--- config.mk ---
export PLATFORM = sky130hd
export DESIGN_NAME = dcs_top
export DESIGN_NICKNAME = d
export VERILOG_FILES = /design/src/rtl/dcs_chan_counter.v /design/src/rtl/dcs_flag_bank.v /design/src/rtl/dcs_top.v
export VERILOG_INCLUDE_DIRS = /design/src /design/src/include
export SDC_FILE = /design/constraint.sdc
export NUM_CORES = 1
export LEC_CHECK = 0
export BUFFER_PORTS_ARGS = -buffer_cell sky130_fd_sc_hd__buf_2
export CORE_UTILIZATION = 57
export DETAILED_ROUTE_END_ITERATION = 10
export GPL_ROUTABILITY_DRIVEN = 1
export PLACE_DENSITY = 0.8
export SLEW_MARGIN = 20
export SYNTH_ARGS = -nofsm -noshare
export SYNTH_HDL_FRONTEND = slang
export SYNTH_SLANG_ARGS = --single-unit
--- constraint.sdc ---
create_clock -name clock_i -period 2.3 [get_ports clock_i]
set_input_delay 0.345 -clock clock_i [delete_from_list [all_inputs] [get_ports clock_i]]
set_output_delay 0.345 -clock clock_i [all_outputs]
set_load 0.01 [all_outputs]
--- src/include/dcs_consts.vh ---
// Constants for the DMA count and collision status block.
// Assumes inclusion by bare name from every design file of the block.
//
// Notes on behaviour
// - Ten-bit read/write count per channel, reset zero
// - Count register bits 15..10 read zero
// - Channel makes count plus one transfers
// - Upper status byte: peripheral collision flags, clear-only
// - Lower status byte: RAM collision flags, clear-only
// - Flag reads one after collision, else zero
`ifndef DCS_CONSTS_VH
`define DCS_CONSTS_VH

// ****************************************************************
// Sizes
// ****************************************************************
`define DCS_NCH          8
`define DCS_CNT_W        10
`define DCS_REG_W        16
`define DCS_ADDR_W       8
`define DCS_CNT_PAD_W    6

// ****************************************************************
// Register map (byte addresses)
// ****************************************************************
`define DCS_RGN_MSB      7
`define DCS_RGN_LSB      5
`define DCS_IDX_MSB      4
`define DCS_IDX_LSB      2
`define DCS_RGN_CNT      3'h0
`define DCS_RGN_MISC     3'h1
`define DCS_RGN_PROG     3'h2
`define DCS_IDX_STAT     3'h0
`define DCS_IDX_IRQ_STAT 3'h1
`define DCS_IDX_IRQ_MASK 3'h2

// ****************************************************************
// Field positions and reset values
// ****************************************************************
`define DCS_LANE_LO      0
`define DCS_LANE_HI      1
`define DCS_CNT_HI_MSB   9
`define DCS_CNT_HI_LSB   8
`define DCS_BYTE_LO_MSB  7
`define DCS_BYTE_LO_LSB  0
`define DCS_BYTE_HI_MSB  15
`define DCS_BYTE_HI_LSB  8
`define DCS_CNT_RST      10'h000
`define DCS_CNT_ONE      10'h001
`define DCS_FLAG_RST     8'h00
`define DCS_REG_RST      16'h0000
`define DCS_RESP_OKAY    2'b00
`define DCS_RESP_SLVERR  2'b10

`endif

--- src/rtl/dcs_chan_counter.v ---
// One channel's transfer counter: counts completed transfers of a block.
// Assumes enable and transfer strobe come from DMA logic on clock_i.
`include "dcs_consts.vh"

module dcs_chan_counter (
    input  wire                   clock_i,
    input  wire                   nrst_i,
    input  wire                   en_i,
    input  wire                   xfer_i,
    input  wire [`DCS_CNT_W-1:0]  limit_i,
    output reg                    done_o,
    output reg  [`DCS_CNT_W-1:0]  progress_o
);

    // ****************************************************************
    // Counter
    // ****************************************************************
    // Restart on disable; wrap and pulse done after limit plus one
    always @(posedge clock_i or negedge nrst_i) begin
        if (!nrst_i) begin
            progress_o <= `DCS_CNT_RST;
            done_o     <= 1'b0;
        end else if (!en_i) begin
            progress_o <= `DCS_CNT_RST;
            done_o     <= 1'b0;
        end else if (xfer_i) begin
            if (progress_o == limit_i) begin
                progress_o <= `DCS_CNT_RST;
                done_o     <= 1'b1;
            end else begin
                progress_o <= progress_o + `DCS_CNT_ONE;
                done_o     <= 1'b0;
            end
        end else begin
            done_o <= 1'b0;
        end
    end

endmodule

--- src/rtl/dcs_flag_bank.v ---
// Eight sticky collision flags, one per channel, clear-only for software.
// Assumes set strobes come from logic on clock_i.
`include "dcs_consts.vh"

module dcs_flag_bank (
    input  wire                 clock_i,
    input  wire                 nrst_i,
    input  wire [`DCS_NCH-1:0]  set_i,
    input  wire                 clr_en_i,
    input  wire [`DCS_NCH-1:0]  keep_i,
    output reg  [`DCS_NCH-1:0]  flag_o
);

    reg [`DCS_NCH-1:0] nxt_flag;

    // ****************************************************************
    // Flags
    // ****************************************************************
    // Written zero clears, written one keeps; a set always wins
    always @* begin
        nxt_flag = flag_o;
        if (clr_en_i) begin
            nxt_flag = flag_o & keep_i;
        end
        nxt_flag = nxt_flag | set_i;
    end

    // Flag storage
    always @(posedge clock_i or negedge nrst_i) begin
        if (!nrst_i) begin
            flag_o <= `DCS_FLAG_RST;
        end else begin
            flag_o <= nxt_flag;
        end
    end

endmodule

--- src/rtl/dcs_top.v ---
// Count registers, write collision status and interrupt logic of the DMA.
// Assumes an AXI4-Lite master on clock_i and DMA strobes on clock_i.
`include "dcs_consts.vh"

module dcs_top (
    input  wire                            clock_i,
    input  wire                            nrst_i,
    // AXI4-Lite write address
    input  wire                            s_axi_awvalid_i,
    output wire                            s_axi_awready_o,
    input  wire [`DCS_ADDR_W-1:0]          s_axi_awaddr_i,
    // AXI4-Lite write data
    input  wire                            s_axi_wvalid_i,
    output wire                            s_axi_wready_o,
    input  wire [31:0]                     s_axi_wdata_i,
    input  wire [3:0]                      s_axi_wstrb_i,
    // AXI4-Lite write response
    output wire                            s_axi_bvalid_o,
    input  wire                            s_axi_bready_i,
    output wire [1:0]                      s_axi_bresp_o,
    // AXI4-Lite read address
    input  wire                            s_axi_arvalid_i,
    output wire                            s_axi_arready_o,
    input  wire [`DCS_ADDR_W-1:0]          s_axi_araddr_i,
    // AXI4-Lite read data
    output wire                            s_axi_rvalid_o,
    input  wire                            s_axi_rready_i,
    output wire [31:0]                     s_axi_rdata_o,
    output wire [1:0]                      s_axi_rresp_o,
    // DMA channel side
    input  wire [`DCS_NCH-1:0]             chan_en_i,
    input  wire [`DCS_NCH-1:0]             xfer_done_i,
    input  wire [`DCS_NCH-1:0]             periph_coll_i,
    input  wire [`DCS_NCH-1:0]             ram_coll_i,
    output wire [`DCS_NCH*`DCS_CNT_W-1:0]  transfer_count_o,
    output wire [`DCS_NCH-1:0]             block_done_o,
    output wire                            irq_o
);

    // ****************************************************************
    // Declarations
    // ****************************************************************
    reg                     aw_got_ff;
    reg  [`DCS_ADDR_W-1:0]  aw_addr_ff;
    reg                     w_got_ff;
    reg  [31:0]             w_data_ff;
    reg  [3:0]              w_strb_ff;
    reg                     bvalid_ff;
    reg  [1:0]              bresp_ff;
    reg                     rvalid_ff;
    reg  [31:0]             rdata_ff;
    reg  [1:0]              rresp_ff;
    reg  [`DCS_CNT_W-1:0]   cnt_ff [0:`DCS_NCH-1];
    reg  [`DCS_REG_W-1:0]   irq_stat_ff;
    reg  [`DCS_REG_W-1:0]   irq_mask_ff;
    reg                     irq_ff;
    reg  [`DCS_REG_W-1:0]   nxt_irq_stat;
    reg  [`DCS_REG_W-1:0]   rd_word;
    reg                     rd_hit;
    reg                     wr_hit;
    wire                    aw_hs;
    wire                    w_hs;
    wire                    ar_hs;
    wire                    do_wr;
    wire [`DCS_ADDR_W-1:0]  wr_addr;
    wire [31:0]             wr_data;
    wire [3:0]              wr_strb;
    wire [2:0]              wr_rgn;
    wire [2:0]              wr_idx;
    wire [2:0]              rd_rgn;
    wire [2:0]              rd_idx;
    wire                    wr_cnt;
    wire                    wr_stat;
    wire                    wr_mask;
    wire                    rd_irq_clr;
    wire [`DCS_NCH-1:0]     periph_flag;
    wire [`DCS_NCH-1:0]     ram_flag;
    wire [`DCS_NCH-1:0]     done_evt;
    wire [`DCS_CNT_W-1:0]   progress [0:`DCS_NCH-1];
    wire [`DCS_REG_W-1:0]   irq_evt;
    integer                 i;

    // ****************************************************************
    // AXI4-Lite write channel
    // ****************************************************************
    // Address and data taken in either order; blocked while a response waits
    assign s_axi_awready_o = ~aw_got_ff & ~bvalid_ff;
    assign s_axi_wready_o  = ~w_got_ff & ~bvalid_ff;
    assign aw_hs           = s_axi_awvalid_i & s_axi_awready_o;
    assign w_hs            = s_axi_wvalid_i & s_axi_wready_o;
    assign do_wr           = (aw_got_ff | aw_hs) & (w_got_ff | w_hs);

    // Held or live address and data
    assign wr_addr = aw_got_ff ? aw_addr_ff : s_axi_awaddr_i;
    assign wr_data = w_got_ff ? w_data_ff : s_axi_wdata_i;
    assign wr_strb = w_got_ff ? w_strb_ff : s_axi_wstrb_i;
    assign wr_rgn  = wr_addr[`DCS_RGN_MSB:`DCS_RGN_LSB];
    assign wr_idx  = wr_addr[`DCS_IDX_MSB:`DCS_IDX_LSB];

    // Write decode
    assign wr_cnt  = do_wr & (wr_rgn == `DCS_RGN_CNT);
    assign wr_stat = do_wr & (wr_rgn == `DCS_RGN_MISC) & (wr_idx == `DCS_IDX_STAT);
    assign wr_mask = do_wr & (wr_rgn == `DCS_RGN_MISC) & (wr_idx == `DCS_IDX_IRQ_MASK);

    // Mapped write addresses
    always @* begin
        wr_hit = 1'b0;
        case (wr_rgn)
            `DCS_RGN_CNT: begin
                wr_hit = 1'b1;
            end
            `DCS_RGN_PROG: begin
                wr_hit = 1'b1;
            end
            `DCS_RGN_MISC: begin
                wr_hit = (wr_idx == `DCS_IDX_STAT) | (wr_idx == `DCS_IDX_IRQ_STAT) |
                         (wr_idx == `DCS_IDX_IRQ_MASK);
            end
            default: begin
                wr_hit = 1'b0;
            end
        endcase
    end

    // Write handshake state and response
    always @(posedge clock_i or negedge nrst_i) begin
        if (!nrst_i) begin
            aw_got_ff  <= 1'b0;
            aw_addr_ff <= {`DCS_ADDR_W{1'b0}};
            w_got_ff   <= 1'b0;
            w_data_ff  <= 32'h0000_0000;
            w_strb_ff  <= 4'h0;
            bvalid_ff  <= 1'b0;
            bresp_ff   <= `DCS_RESP_OKAY;
        end else begin
            if (do_wr) begin
                aw_got_ff <= 1'b0;
                w_got_ff  <= 1'b0;
                bvalid_ff <= 1'b1;
                bresp_ff  <= wr_hit ? `DCS_RESP_OKAY : `DCS_RESP_SLVERR;
            end else begin
                if (aw_hs) begin
                    aw_got_ff  <= 1'b1;
                    aw_addr_ff <= s_axi_awaddr_i;
                end
                if (w_hs) begin
                    w_got_ff  <= 1'b1;
                    w_data_ff <= s_axi_wdata_i;
                    w_strb_ff <= s_axi_wstrb_i;
                end
                if (bvalid_ff && s_axi_bready_i) begin
                    bvalid_ff <= 1'b0;
                end
            end
        end
    end

    assign s_axi_bvalid_o = bvalid_ff;
    assign s_axi_bresp_o  = bresp_ff;

    // ****************************************************************
    // Transfer count registers
    // ****************************************************************
    // Byte lanes 0 and 1 write; writes are taken even while enabled
    always @(posedge clock_i or negedge nrst_i) begin
        if (!nrst_i) begin
            for (i = 0; i < `DCS_NCH; i = i + 1) begin
                cnt_ff[i] <= `DCS_CNT_RST;
            end
        end else if (wr_cnt) begin
            // Behaviour of an active channel is undefined here
            if (wr_strb[`DCS_LANE_LO]) begin
                cnt_ff[wr_idx][`DCS_BYTE_LO_MSB:`DCS_BYTE_LO_LSB] <=
                    wr_data[`DCS_BYTE_LO_MSB:`DCS_BYTE_LO_LSB];
            end
            if (wr_strb[`DCS_LANE_HI]) begin
                cnt_ff[wr_idx][`DCS_CNT_HI_MSB:`DCS_CNT_HI_LSB] <=
                    wr_data[`DCS_CNT_HI_MSB:`DCS_CNT_HI_LSB];
            end
        end
    end

    // ****************************************************************
    // Per-channel transfer counters
    // ****************************************************************
    genvar g;
    generate
        for (g = 0; g < `DCS_NCH; g = g + 1) begin : g_chan
            dcs_chan_counter u_counter (
                .clock_i    (clock_i),
                .nrst_i     (nrst_i),
                .en_i       (chan_en_i[g]),
                .xfer_i     (xfer_done_i[g]),
                .limit_i    (cnt_ff[g]),
                .done_o     (done_evt[g]),
                .progress_o (progress[g])
            );
            assign transfer_count_o[g*`DCS_CNT_W +: `DCS_CNT_W] = cnt_ff[g];
        end
    endgenerate

    assign block_done_o = done_evt;

    // ****************************************************************
    // Write collision status
    // ****************************************************************
    // Peripheral side flags, upper byte
    dcs_flag_bank u_periph_flags (
        .clock_i  (clock_i),
        .nrst_i   (nrst_i),
        .set_i    (periph_coll_i),
        .clr_en_i (wr_stat & wr_strb[`DCS_LANE_HI]),
        .keep_i   (wr_data[`DCS_BYTE_HI_MSB:`DCS_BYTE_HI_LSB]),
        .flag_o   (periph_flag)
    );

    // DMA RAM side flags, lower byte
    dcs_flag_bank u_ram_flags (
        .clock_i  (clock_i),
        .nrst_i   (nrst_i),
        .set_i    (ram_coll_i),
        .clr_en_i (wr_stat & wr_strb[`DCS_LANE_LO]),
        .keep_i   (wr_data[`DCS_BYTE_LO_MSB:`DCS_BYTE_LO_LSB]),
        .flag_o   (ram_flag)
    );

    // ****************************************************************
    // Interrupt status and mask
    // ****************************************************************
    // Upper byte: collision on either side; lower byte: block done
    assign irq_evt = {periph_coll_i | ram_coll_i, done_evt};

    // Read of the status clears it; a new event wins
    always @* begin
        nxt_irq_stat = irq_stat_ff;
        if (rd_irq_clr) begin
            nxt_irq_stat = `DCS_REG_RST;
        end
        nxt_irq_stat = nxt_irq_stat | irq_evt;
    end

    // Status, mask and registered interrupt level
    always @(posedge clock_i or negedge nrst_i) begin
        if (!nrst_i) begin
            irq_stat_ff <= `DCS_REG_RST;
            irq_mask_ff <= `DCS_REG_RST;
            irq_ff      <= 1'b0;
        end else begin
            irq_stat_ff <= nxt_irq_stat;
            if (wr_mask && wr_strb[`DCS_LANE_LO]) begin
                irq_mask_ff[`DCS_BYTE_LO_MSB:`DCS_BYTE_LO_LSB] <=
                    wr_data[`DCS_BYTE_LO_MSB:`DCS_BYTE_LO_LSB];
            end
            if (wr_mask && wr_strb[`DCS_LANE_HI]) begin
                irq_mask_ff[`DCS_BYTE_HI_MSB:`DCS_BYTE_HI_LSB] <=
                    wr_data[`DCS_BYTE_HI_MSB:`DCS_BYTE_HI_LSB];
            end
            irq_ff <= |(irq_stat_ff & irq_mask_ff);
        end
    end

    assign irq_o = irq_ff;

    // ****************************************************************
    // AXI4-Lite read channel
    // ****************************************************************
    assign s_axi_arready_o = ~rvalid_ff;
    assign ar_hs           = s_axi_arvalid_i & s_axi_arready_o;
    assign rd_rgn          = s_axi_araddr_i[`DCS_RGN_MSB:`DCS_RGN_LSB];
    assign rd_idx          = s_axi_araddr_i[`DCS_IDX_MSB:`DCS_IDX_LSB];
    assign rd_irq_clr      = ar_hs & (rd_rgn == `DCS_RGN_MISC) & (rd_idx == `DCS_IDX_IRQ_STAT);

    // Read data select
    always @* begin
        rd_word = `DCS_REG_RST;
        rd_hit  = 1'b1;
        case (rd_rgn)
            `DCS_RGN_CNT: begin
                rd_word = {{`DCS_CNT_PAD_W{1'b0}}, cnt_ff[rd_idx]};
            end
            `DCS_RGN_PROG: begin
                rd_word = {{`DCS_CNT_PAD_W{1'b0}}, progress[rd_idx]};
            end
            `DCS_RGN_MISC: begin
                case (rd_idx)
                    `DCS_IDX_STAT: begin
                        rd_word = {periph_flag, ram_flag};
                    end
                    `DCS_IDX_IRQ_STAT: begin
                        rd_word = irq_stat_ff;
                    end
                    `DCS_IDX_IRQ_MASK: begin
                        rd_word = irq_mask_ff;
                    end
                    default: begin
                        rd_hit = 1'b0;
                    end
                endcase
            end
            default: begin
                rd_hit = 1'b0;
            end
        endcase
    end

    // Read response register
    always @(posedge clock_i or negedge nrst_i) begin
        if (!nrst_i) begin
            rvalid_ff <= 1'b0;
            rdata_ff  <= 32'h0000_0000;
            rresp_ff  <= `DCS_RESP_OKAY;
        end else if (ar_hs) begin
            rvalid_ff <= 1'b1;
            rdata_ff  <= {16'h0000, rd_word};
            rresp_ff  <= rd_hit ? `DCS_RESP_OKAY : `DCS_RESP_SLVERR;
        end else if (rvalid_ff && s_axi_rready_i) begin
            rvalid_ff <= 1'b0;
        end
    end

    assign s_axi_rvalid_o = rvalid_ff;
    assign s_axi_rdata_o  = rdata_ff;
    assign s_axi_rresp_o  = rresp_ff;

endmodule

After elaboration in Yosys (flattened, before gate mapping)
Index checks and enable logic that the tools add are counted.
{"block": "word_totals", "regBits": 267, "input_bits": 91, "out_inout_bits": 130, "elab_cells": 210}
{"block": "classes", "add_sub_neg": 8, "magnitude_cmp": 3, "eq_ne": 24, "muxes": 84, "n_bitwise": 32, "n_reduce_logical": 19}
{"op": "2-to-1 mux 10 bit", "n": 29}
{"op": "2-to-1 mux 80 bit", "n": 3}
{"op": "bitwise mux 80 bit", "n": 2}
{"op": "case mux 16 bit (3 select lines)", "n": 2}
{"op": "adder 10 x 1 -> 10 bit (second input constant)", "n": 8}
{"op": "== test 10 bit", "n": 8}
{"op": "binary-select mux 10 bit (select 3 bit)", "n": 2}
{"op": "demux 10 bit (select 3 bit)", "n": 2}
{"op": "2-to-1 mux 1 bit", "n": 33}
{"op": "2-to-1 mux 16 bit", "n": 2}
{"op": "2-to-1 mux 8 bit", "n": 4}
{"op": "OR 8 bit", "n": 3}
{"op": "bitwise AND 16 bit", "n": 1}
{"op": "bitwise AND 8 bit", "n": 2}
{"op": "inequality test 2 x 1 -> 1 bit (second input constant)", "n": 8}
{"op": "OR 16 bit", "n": 1}
{"op": "OR reduction 16 bit", "n": 1}
{"op": "bitwise AND 1 bit", "n": 14}
{"op": "== test 3 x 1 -> 1 bit (second input constant)", "n": 4}
{"op": "== test 3 x 2 -> 1 bit (second input constant)", "n": 4}
{"op": "logical NOT 3 bit", "n": 4}
{"op": ">= comparator 4 bit (second input constant)", "n": 2}
{"op": "inverter 3 -> 4 bit", "n": 2}
{"op": "nonzero test 2 bit", "n": 4}
{"op": "other kinds (9)", "n": 25}

Depth between registers and ports, before layout
{"block": "depth", "ltp_word": 11, "depth_mapped": 8, "depth_no_buf": 6}

Cells and area by module
Synthesis repeated with hierarchy kept, for this count alone.
{"block": "unflattened", "cells_unflattened": 1277, "hier_area_um2": 15028.2}
{"mod": "dcs_top", "instances": 1, "cells_per_inst": 637, "area_per_inst_um2": 8351.8}
{"mod": "dcs_chan_counter", "instances": 8, "cells_per_inst": 74, "area_per_inst_um2": 757.0}
{"mod": "dcs_flag_bank", "instances": 2, "cells_per_inst": 24, "area_per_inst_um2": 310.3}

Worst setup path before layout
No wires, ideal clock.
{"block": "synth_timing", "path_kind": "reg2reg", "startpoint": "reg aw_got_ff", "endpoint": "reg cnt_ff (netlist bit transfer_count_o[20])", "setup_time_ns": 0.125, "arrival_time_ns": 1.937, "setup_slack_ns": 0.238, "stages_incl_launch_ff": 7, "path_buffers": 1, "synth_period_minus_slack_ns": 2.062, "path_cell_list": "dfrtp_1 -> or3_1 -> a222oi_1 -> and2_1 -> buf_4 -> nand3_2 -> mux2_2"}
{"block": "synth_between", "elab_chain_cells": 11, "elab_cells_between_ends": 20, "cone_classes": "2 x order compare; 9 x mux; 7 x bitwise; 2 x reduce/logical"}
{"item": "from (decl)", "line": "dcs_top.v:43", "rtl": "reg aw_got_ff;"}
{"item": "from (signal assigned)", "line": "dcs_top.v:128", "rtl": "aw_got_ff <= 1'b0;"}
{"item": "from (signal assigned)", "line": "dcs_top.v:137", "rtl": "aw_got_ff <= 1'b0;"}
{"item": "from (signal assigned)", "line": "dcs_top.v:143", "rtl": "aw_got_ff <= 1'b1;"}
{"item": "2-to-1 mux 8 bit", "line": "dcs_top.v:94", "rtl": "assign wr_addr = aw_got_ff ? aw_addr_ff : s_axi_awaddr_i;"}
{"item": "inverter 3 -> 4 bit", "line": "dcs_top.v:173, dcs_top.v:177"}
{"item": ">= comparator 4 bit or < comparator 4 x 1 -> 1 bit (tied branches)", "line": "dcs_top.v:173", "rtl": "cnt_ff[wr_idx][`DCS_BYTE_LO_MSB:`DCS_BYTE_LO_LSB] <="}
{"item": "logical AND 1 bit", "line": "dcs_top.v:173"}
{"item": "2-to-1 mux 8 bit", "line": "dcs_top.v:173"}
{"item": "demux 10 bit (select 3 bit)", "line": "dcs_top.v:173"}
{"item": "bitwise mux 80 bit", "line": "dcs_top.v:173"}
{"item": "2-to-1 mux 80 bit", "line": "dcs_top.v:172", "rtl": "if (wr_strb[`DCS_LANE_LO]) begin"}
{"item": "2-to-1 mux 80 bit", "line": "dcs_top.v:170", "rtl": "end else if (wr_cnt) begin"}
{"item": "bitwise mux 80 bit", "line": "dcs_top.v:177", "rtl": "cnt_ff[wr_idx][`DCS_CNT_HI_MSB:`DCS_CNT_HI_LSB] <="}
{"item": "2-to-1 mux 80 bit", "line": "dcs_top.v:176", "rtl": "if (wr_strb[`DCS_LANE_HI]) begin"}
{"item": "to (signal, indexed assignment)", "line": "dcs_top.v:168", "rtl": "cnt_ff[i] <= `DCS_CNT_RST;"}
{"item": "to (signal, indexed assignment)", "line": "dcs_top.v:173"}
{"item": "to (signal, indexed assignment)", "line": "dcs_top.v:177"}
{"item": "to (decl)", "line": "dcs_top.v:53", "rtl": "reg [`DCS_CNT_W-1:0] cnt_ff [0:`DCS_NCH-1];"}
Parallel ways exist; a longest one is shown, timed or not. The select of a mux whose other input is x is not followed.
A chain may end at the register's enable or synchronous reset.

Worst setup path after layout
{"block": "layout_timing", "startpoint": "reg aw_got_ff", "endpoint": "reg irq_mask_ff[6]"}
{"block": "layout_between", "elab_chain_cells": 8, "elab_cells_between_ends": 11, "cone_classes": "2 x eq/ne; 1 x mux; 7 x bitwise; 1 x reduce/logical"}
{"item": "inverter 1 bit", "line": "dcs_top.v:87", "rtl": "assign s_axi_awready_o = ~aw_got_ff & ~bvalid_ff;"}
{"item": "bitwise AND 1 bit", "line": "dcs_top.v:87"}
{"item": "bitwise AND 1 bit", "line": "dcs_top.v:89", "rtl": "assign aw_hs = s_axi_awvalid_i & s_axi_awready_o;"}
{"item": "OR 1 bit", "line": "dcs_top.v:91", "rtl": "assign do_wr = (aw_got_ff | aw_hs) & (w_got_ff | w_hs);"}
{"item": "bitwise AND 1 bit", "line": "dcs_top.v:91"}
{"item": "bitwise AND 1 bit", "line": "dcs_top.v:103", "rtl": "assign wr_mask = do_wr & (wr_rgn == `DCS_RGN_MISC) & (wr_idx == `DCS_IDX_IRQ_MASK);"}
{"item": "bitwise AND 1 bit (*)", "line": "dcs_top.v:103"}
{"item": "logical AND 1 bit (*)", "line": "dcs_top.v:250", "rtl": "if (wr_mask && wr_strb[`DCS_LANE_LO]) begin"}
{"item": "to (signal assigned)", "line": "dcs_top.v:246", "rtl": "irq_mask_ff <= `DCS_REG_RST;"}
{"item": "to (signal, indexed assignment)", "line": "dcs_top.v:251", "rtl": "irq_mask_ff[`DCS_BYTE_LO_MSB:`DCS_BYTE_LO_LSB] <="}
{"item": "to (signal, indexed assignment)", "line": "dcs_top.v:255", "rtl": "irq_mask_ff[`DCS_BYTE_HI_MSB:`DCS_BYTE_HI_LSB] <="}
{"item": "to (decl)", "line": "dcs_top.v:55", "rtl": "reg [`DCS_REG_W-1:0] irq_mask_ff;"}
Mark *: on every way between the ends. The rest lies on a longest branch, timed or not.

==> summary.md <==
| Metric | Value |
|---|---|
| Initial antenna violation count | 1 |
| ANT cells | 0 |
| Library cells used by synthesis | just over 60 |
| Final setup violation count | 0 |
| Ys flop type | dfrtp_1 |
| Skew-Pair Late Insertion Delay | 550 ps |
| Drc violations | 0 |
| Post-CTS Setup Repair Bufs | 0 |
| Total CTS buffers | 28 |
| Top cell type's share of synthesized area | roughly 46% |
| Vias per inst | around 6.3 |
| Net switching power | 6550 µW |
| Critical Path End | irq_mask_ff[6] |
| Total global-route track usage | around 33% |
| Height of the die | ~160 µm |
| Synth warnings | 0 |
| Row count | 57 |
| Post-route minimum period | about 2200 ps |
| Worst slew pin tran | roughly 860 ps |
| Worst Path Required | about 2700 ps |
| Most common cell after layout, fill and taps aside | dfrtp_1 |
| DRT iter0 DRCs | between 1000 and 1500 |
| Setup TNS | 0 ps |
| DRT Wirelength | ~43000 µm |
| H-tree Lvls | 1 |
| Slew margin rel. | 42.8% |
| Die Wd | ~160 µm |
| Routed Antenna Nets | 0 |
| Seq cells post-synth | approximately 260 |
| Sequential power share | approximately 39% |
| Worst reg2reg setup slack | between 100 and 150 ps |
| Number of global-route vias before repair | 11400 |
| Status | complete, no violations |
| Layout cells sized above 1 | slightly below 30% |
| RSZ-0062 raised after global routing | false |
| Commonest non-fill, non-tap cells in the layout | dfrtp_1, buf_2, mux2_2 |
| Peak VDD IR | 0.630 mV |
| Min-delay worst type | input port to flip-flop |
| Pin count of the biggest net entering global routing | 61 |
| Final hold violation count | 0 |
| Internal power | ~11000 µW |
| Total I/O pin count | approximately 220 |
| GRT overflow | 0 |
| Mean Syn Cell Area | around 11 µm² |
| Most area-consuming cells after synthesis | dfrtp_1, mux2_2, mux2i_1 |
| WL/cell | approximately 23 µm |
| Combinational power share | about a third |
| Global-route wire length before repair | ~66000 µm |
| Total Die Area | about 26000 µm² |
| Worst-case clock buffer depth | 3 |
| Reg2reg start | aw_got_ff |
| Vias | approximately 12000 |
| Worst r2r dst | irq_mask_ff[6] |
| Critical path arrival | approximately 2600 ps |
| Seq/Total Area, Yosys | between 40% and 50% |
| Clk pin slew, worst setup/hold paths | ~60 ps |
| Gpl congestion | just under 1 |
| Area growth syn-to-layout | 18.1% |
| Fmax | about 0.46 GHz |
| Asr flop ratio synth | 100% |
| Max-cap violations | 0 |
| CP max stage cell | or3_1 |
| Largest area contributor in the netlist | dfrtp_1 |
| CP peak stage delay | 400 ps |
| First drt pass iteration count | 5 |
| Max-slew violation count | 0 |
| Number of flops mapped to enable cells by yosys | 0 |
| Pwr Density | around 1100 nW/µm² |
| Starting density of the core | around three fifths |
| Worst setup path start | aw_got_ff |
| HPWL Detailed | 31400 µm |
| Worst-path cell chain | or3_1 > a222oi_1 > buf_4 > and2_1 > nand3_2 > mux2_2 |
| CTS Sinks | between 200 and 300 |
| IO buf count | 180 |
| Final period util | 94.8% |
| Worst R2R Path Depth | 6 |
| Setup crit end kind | flip-flop |
| Post-Syn Area | about 14000 µm² |
| Area of the core | ~25000 µm² |
| Clock power frac | between 20% and 30% |
| Root Driver | clkbuf_16 |
| Leakage | between 0.008 and 0.009 µW |
| CP Launch Type | flip-flop |
| Final Util | between 60% and 70% |
| CTS tree | done |
| Cells after Synth | 1309 |
| Crit Path Class | flip-flop to flip-flop |
| Max FO, Critical Path | 8 |
| Skew final | approximately 7.5 ps |
| Layout Nets | between 1500 and 2000 |
| Net Sw Frac | a little over a third |
[cells in the mapped netlist (all sizes together) (5+ instances only)]
master and number:
dfrtp 263, and2 13, a21bo 5, o21ai 32, a22o 20, ha 8, nand3b 14, o22a 5
a221oi 14, mux2 125, inv 22, nor4b 9, nand4 11, a21boi 6, nand2 100, mux2i 73
nor2b 23, mux4 20, nand2b 12, and4 6, and4b 6, nor4 12, and3 50, nand3 49
o22ai 6, a21oi 23, a22oi 15, a211o 8, xnor2 68, nor2 70, nor3b 11, a21o 25
nor3 9, buf 49, o21a 14, o211ai 6, clkbuf 30, xor2 47
[stage by stage]
stage	instance area (µm²)	setup WS [ps]	hold WS [ps]	std cells	power (µW)
2_1_floorplan	14500	238	49.4	1326	10200
3_3_place_gp	15900	49.8	303	1817	12700
3_5_place_dp	15900	30.3	304	1817	12900
4_1_cts	17000	75.4	1.60	1873	17800
5_1_grt	17000	36.9	7.97	1873	18600
6_report	17000	121	0.609	1873	17900
[flip-flops by register name, indices dropped and copies added (netlist names), 2 cells and up]
name and count:
irq_stat_ff 16, g_chan.u_counter.progress_o 80, u_periph_flags.flag_o 8, g_chan.u_counter.done_o 8
w_data_ff 16, transfer_count_o 80, irq_mask_ff 16, s_axi_rdata_o 16
u_ram_flags.flag_o 8, w_strb_ff 2, aw_addr_ff 6
[layout make-up]
cell class	instances	area, µm²
Clock buffer	36	802
Clock inverter	15	191
Fill cell	1776	7530
Inverter	22	82.6
Multi-Input combinational cell	962	7390
Sequential cell	263	6580
Tap cell	324	405
Timing Repair Buffer	251	1550
[per-layer routing]
layer  vias to the layer above  part of all wire, %  global-route usage [%]
met5                         -                    0                       0
met4                         0                  4.5                    13.1
met3                       142                  9.6                    7.18
met2                       689                   46                    52.7
met1                      5847                   40                    45.0
li1                       5153                    -                       -
[repair_timing]
action / in CTS / in global routing
endpoints found under the setup margin: 0 / 14
hold buffers: 5 / 0
resized for setup: 0 / 2
hold endpoints to repair: 54 / 0
[power by group through the flow]
| stage | Sequential, µW | Combinational, µW | Clock (µW) |
|---|---|---|---|
| after floorplan | 6700 | 3530 | 0 |
| after global placement | 6870 | 5830 | 0 |
| after detailed placement | 6900 | 6010 | 0 |
| after CTS | 6830 | 6060 | 4860 |
| after global routing | 6980 | 6600 | 5040 |
| final | 6900 | 6150 | 4840 |
[worst min path at each step]
stage / from / endpoint / slack [ps] / depth (start not counted)
4_1_cts: periph_coll_i[1] / u_periph_flags.flag_o[1] / 2 / 2
5_1_grt: periph_coll_i[1] / u_periph_flags.flag_o[1] / 8 / 2
3_5_place_dp: nrst_i / w_data_ff[4] / 300 / 1
6_report: periph_coll_i[1] / u_periph_flags.flag_o[1] / 0.6 / 2
3_3_place_gp: nrst_i / w_data_ff[4] / 300 / 1
2_1_floorplan: nrst_i / aw_addr_ff[2] / 50 / 0
[critical path: cells and delay by family (launching register included)]
kind	cells	cell delay (ps)
multiplexers	1	360
AND/OR/NAND/NOR	3	810
AO/OA/AOI/OAI	1	310
flip-flops	1	390
buffers and inverters	1	190
[cell families after synthesis]
kind of cell	Yosys count	synth area share (%)
AO/OA/AOI/OAI	193	9.62
XOR/XNOR	115	7.00
adder cells (fa/ha/maj)	8	0.695
buffers and inverters	101	3.46
flip-flops	263	45.7
multiplexers	218	18.0
other	1	0.0260
AND/OR/NAND/NOR	410	15.5
No activity file was read; power rests on OpenSTA's default activity.
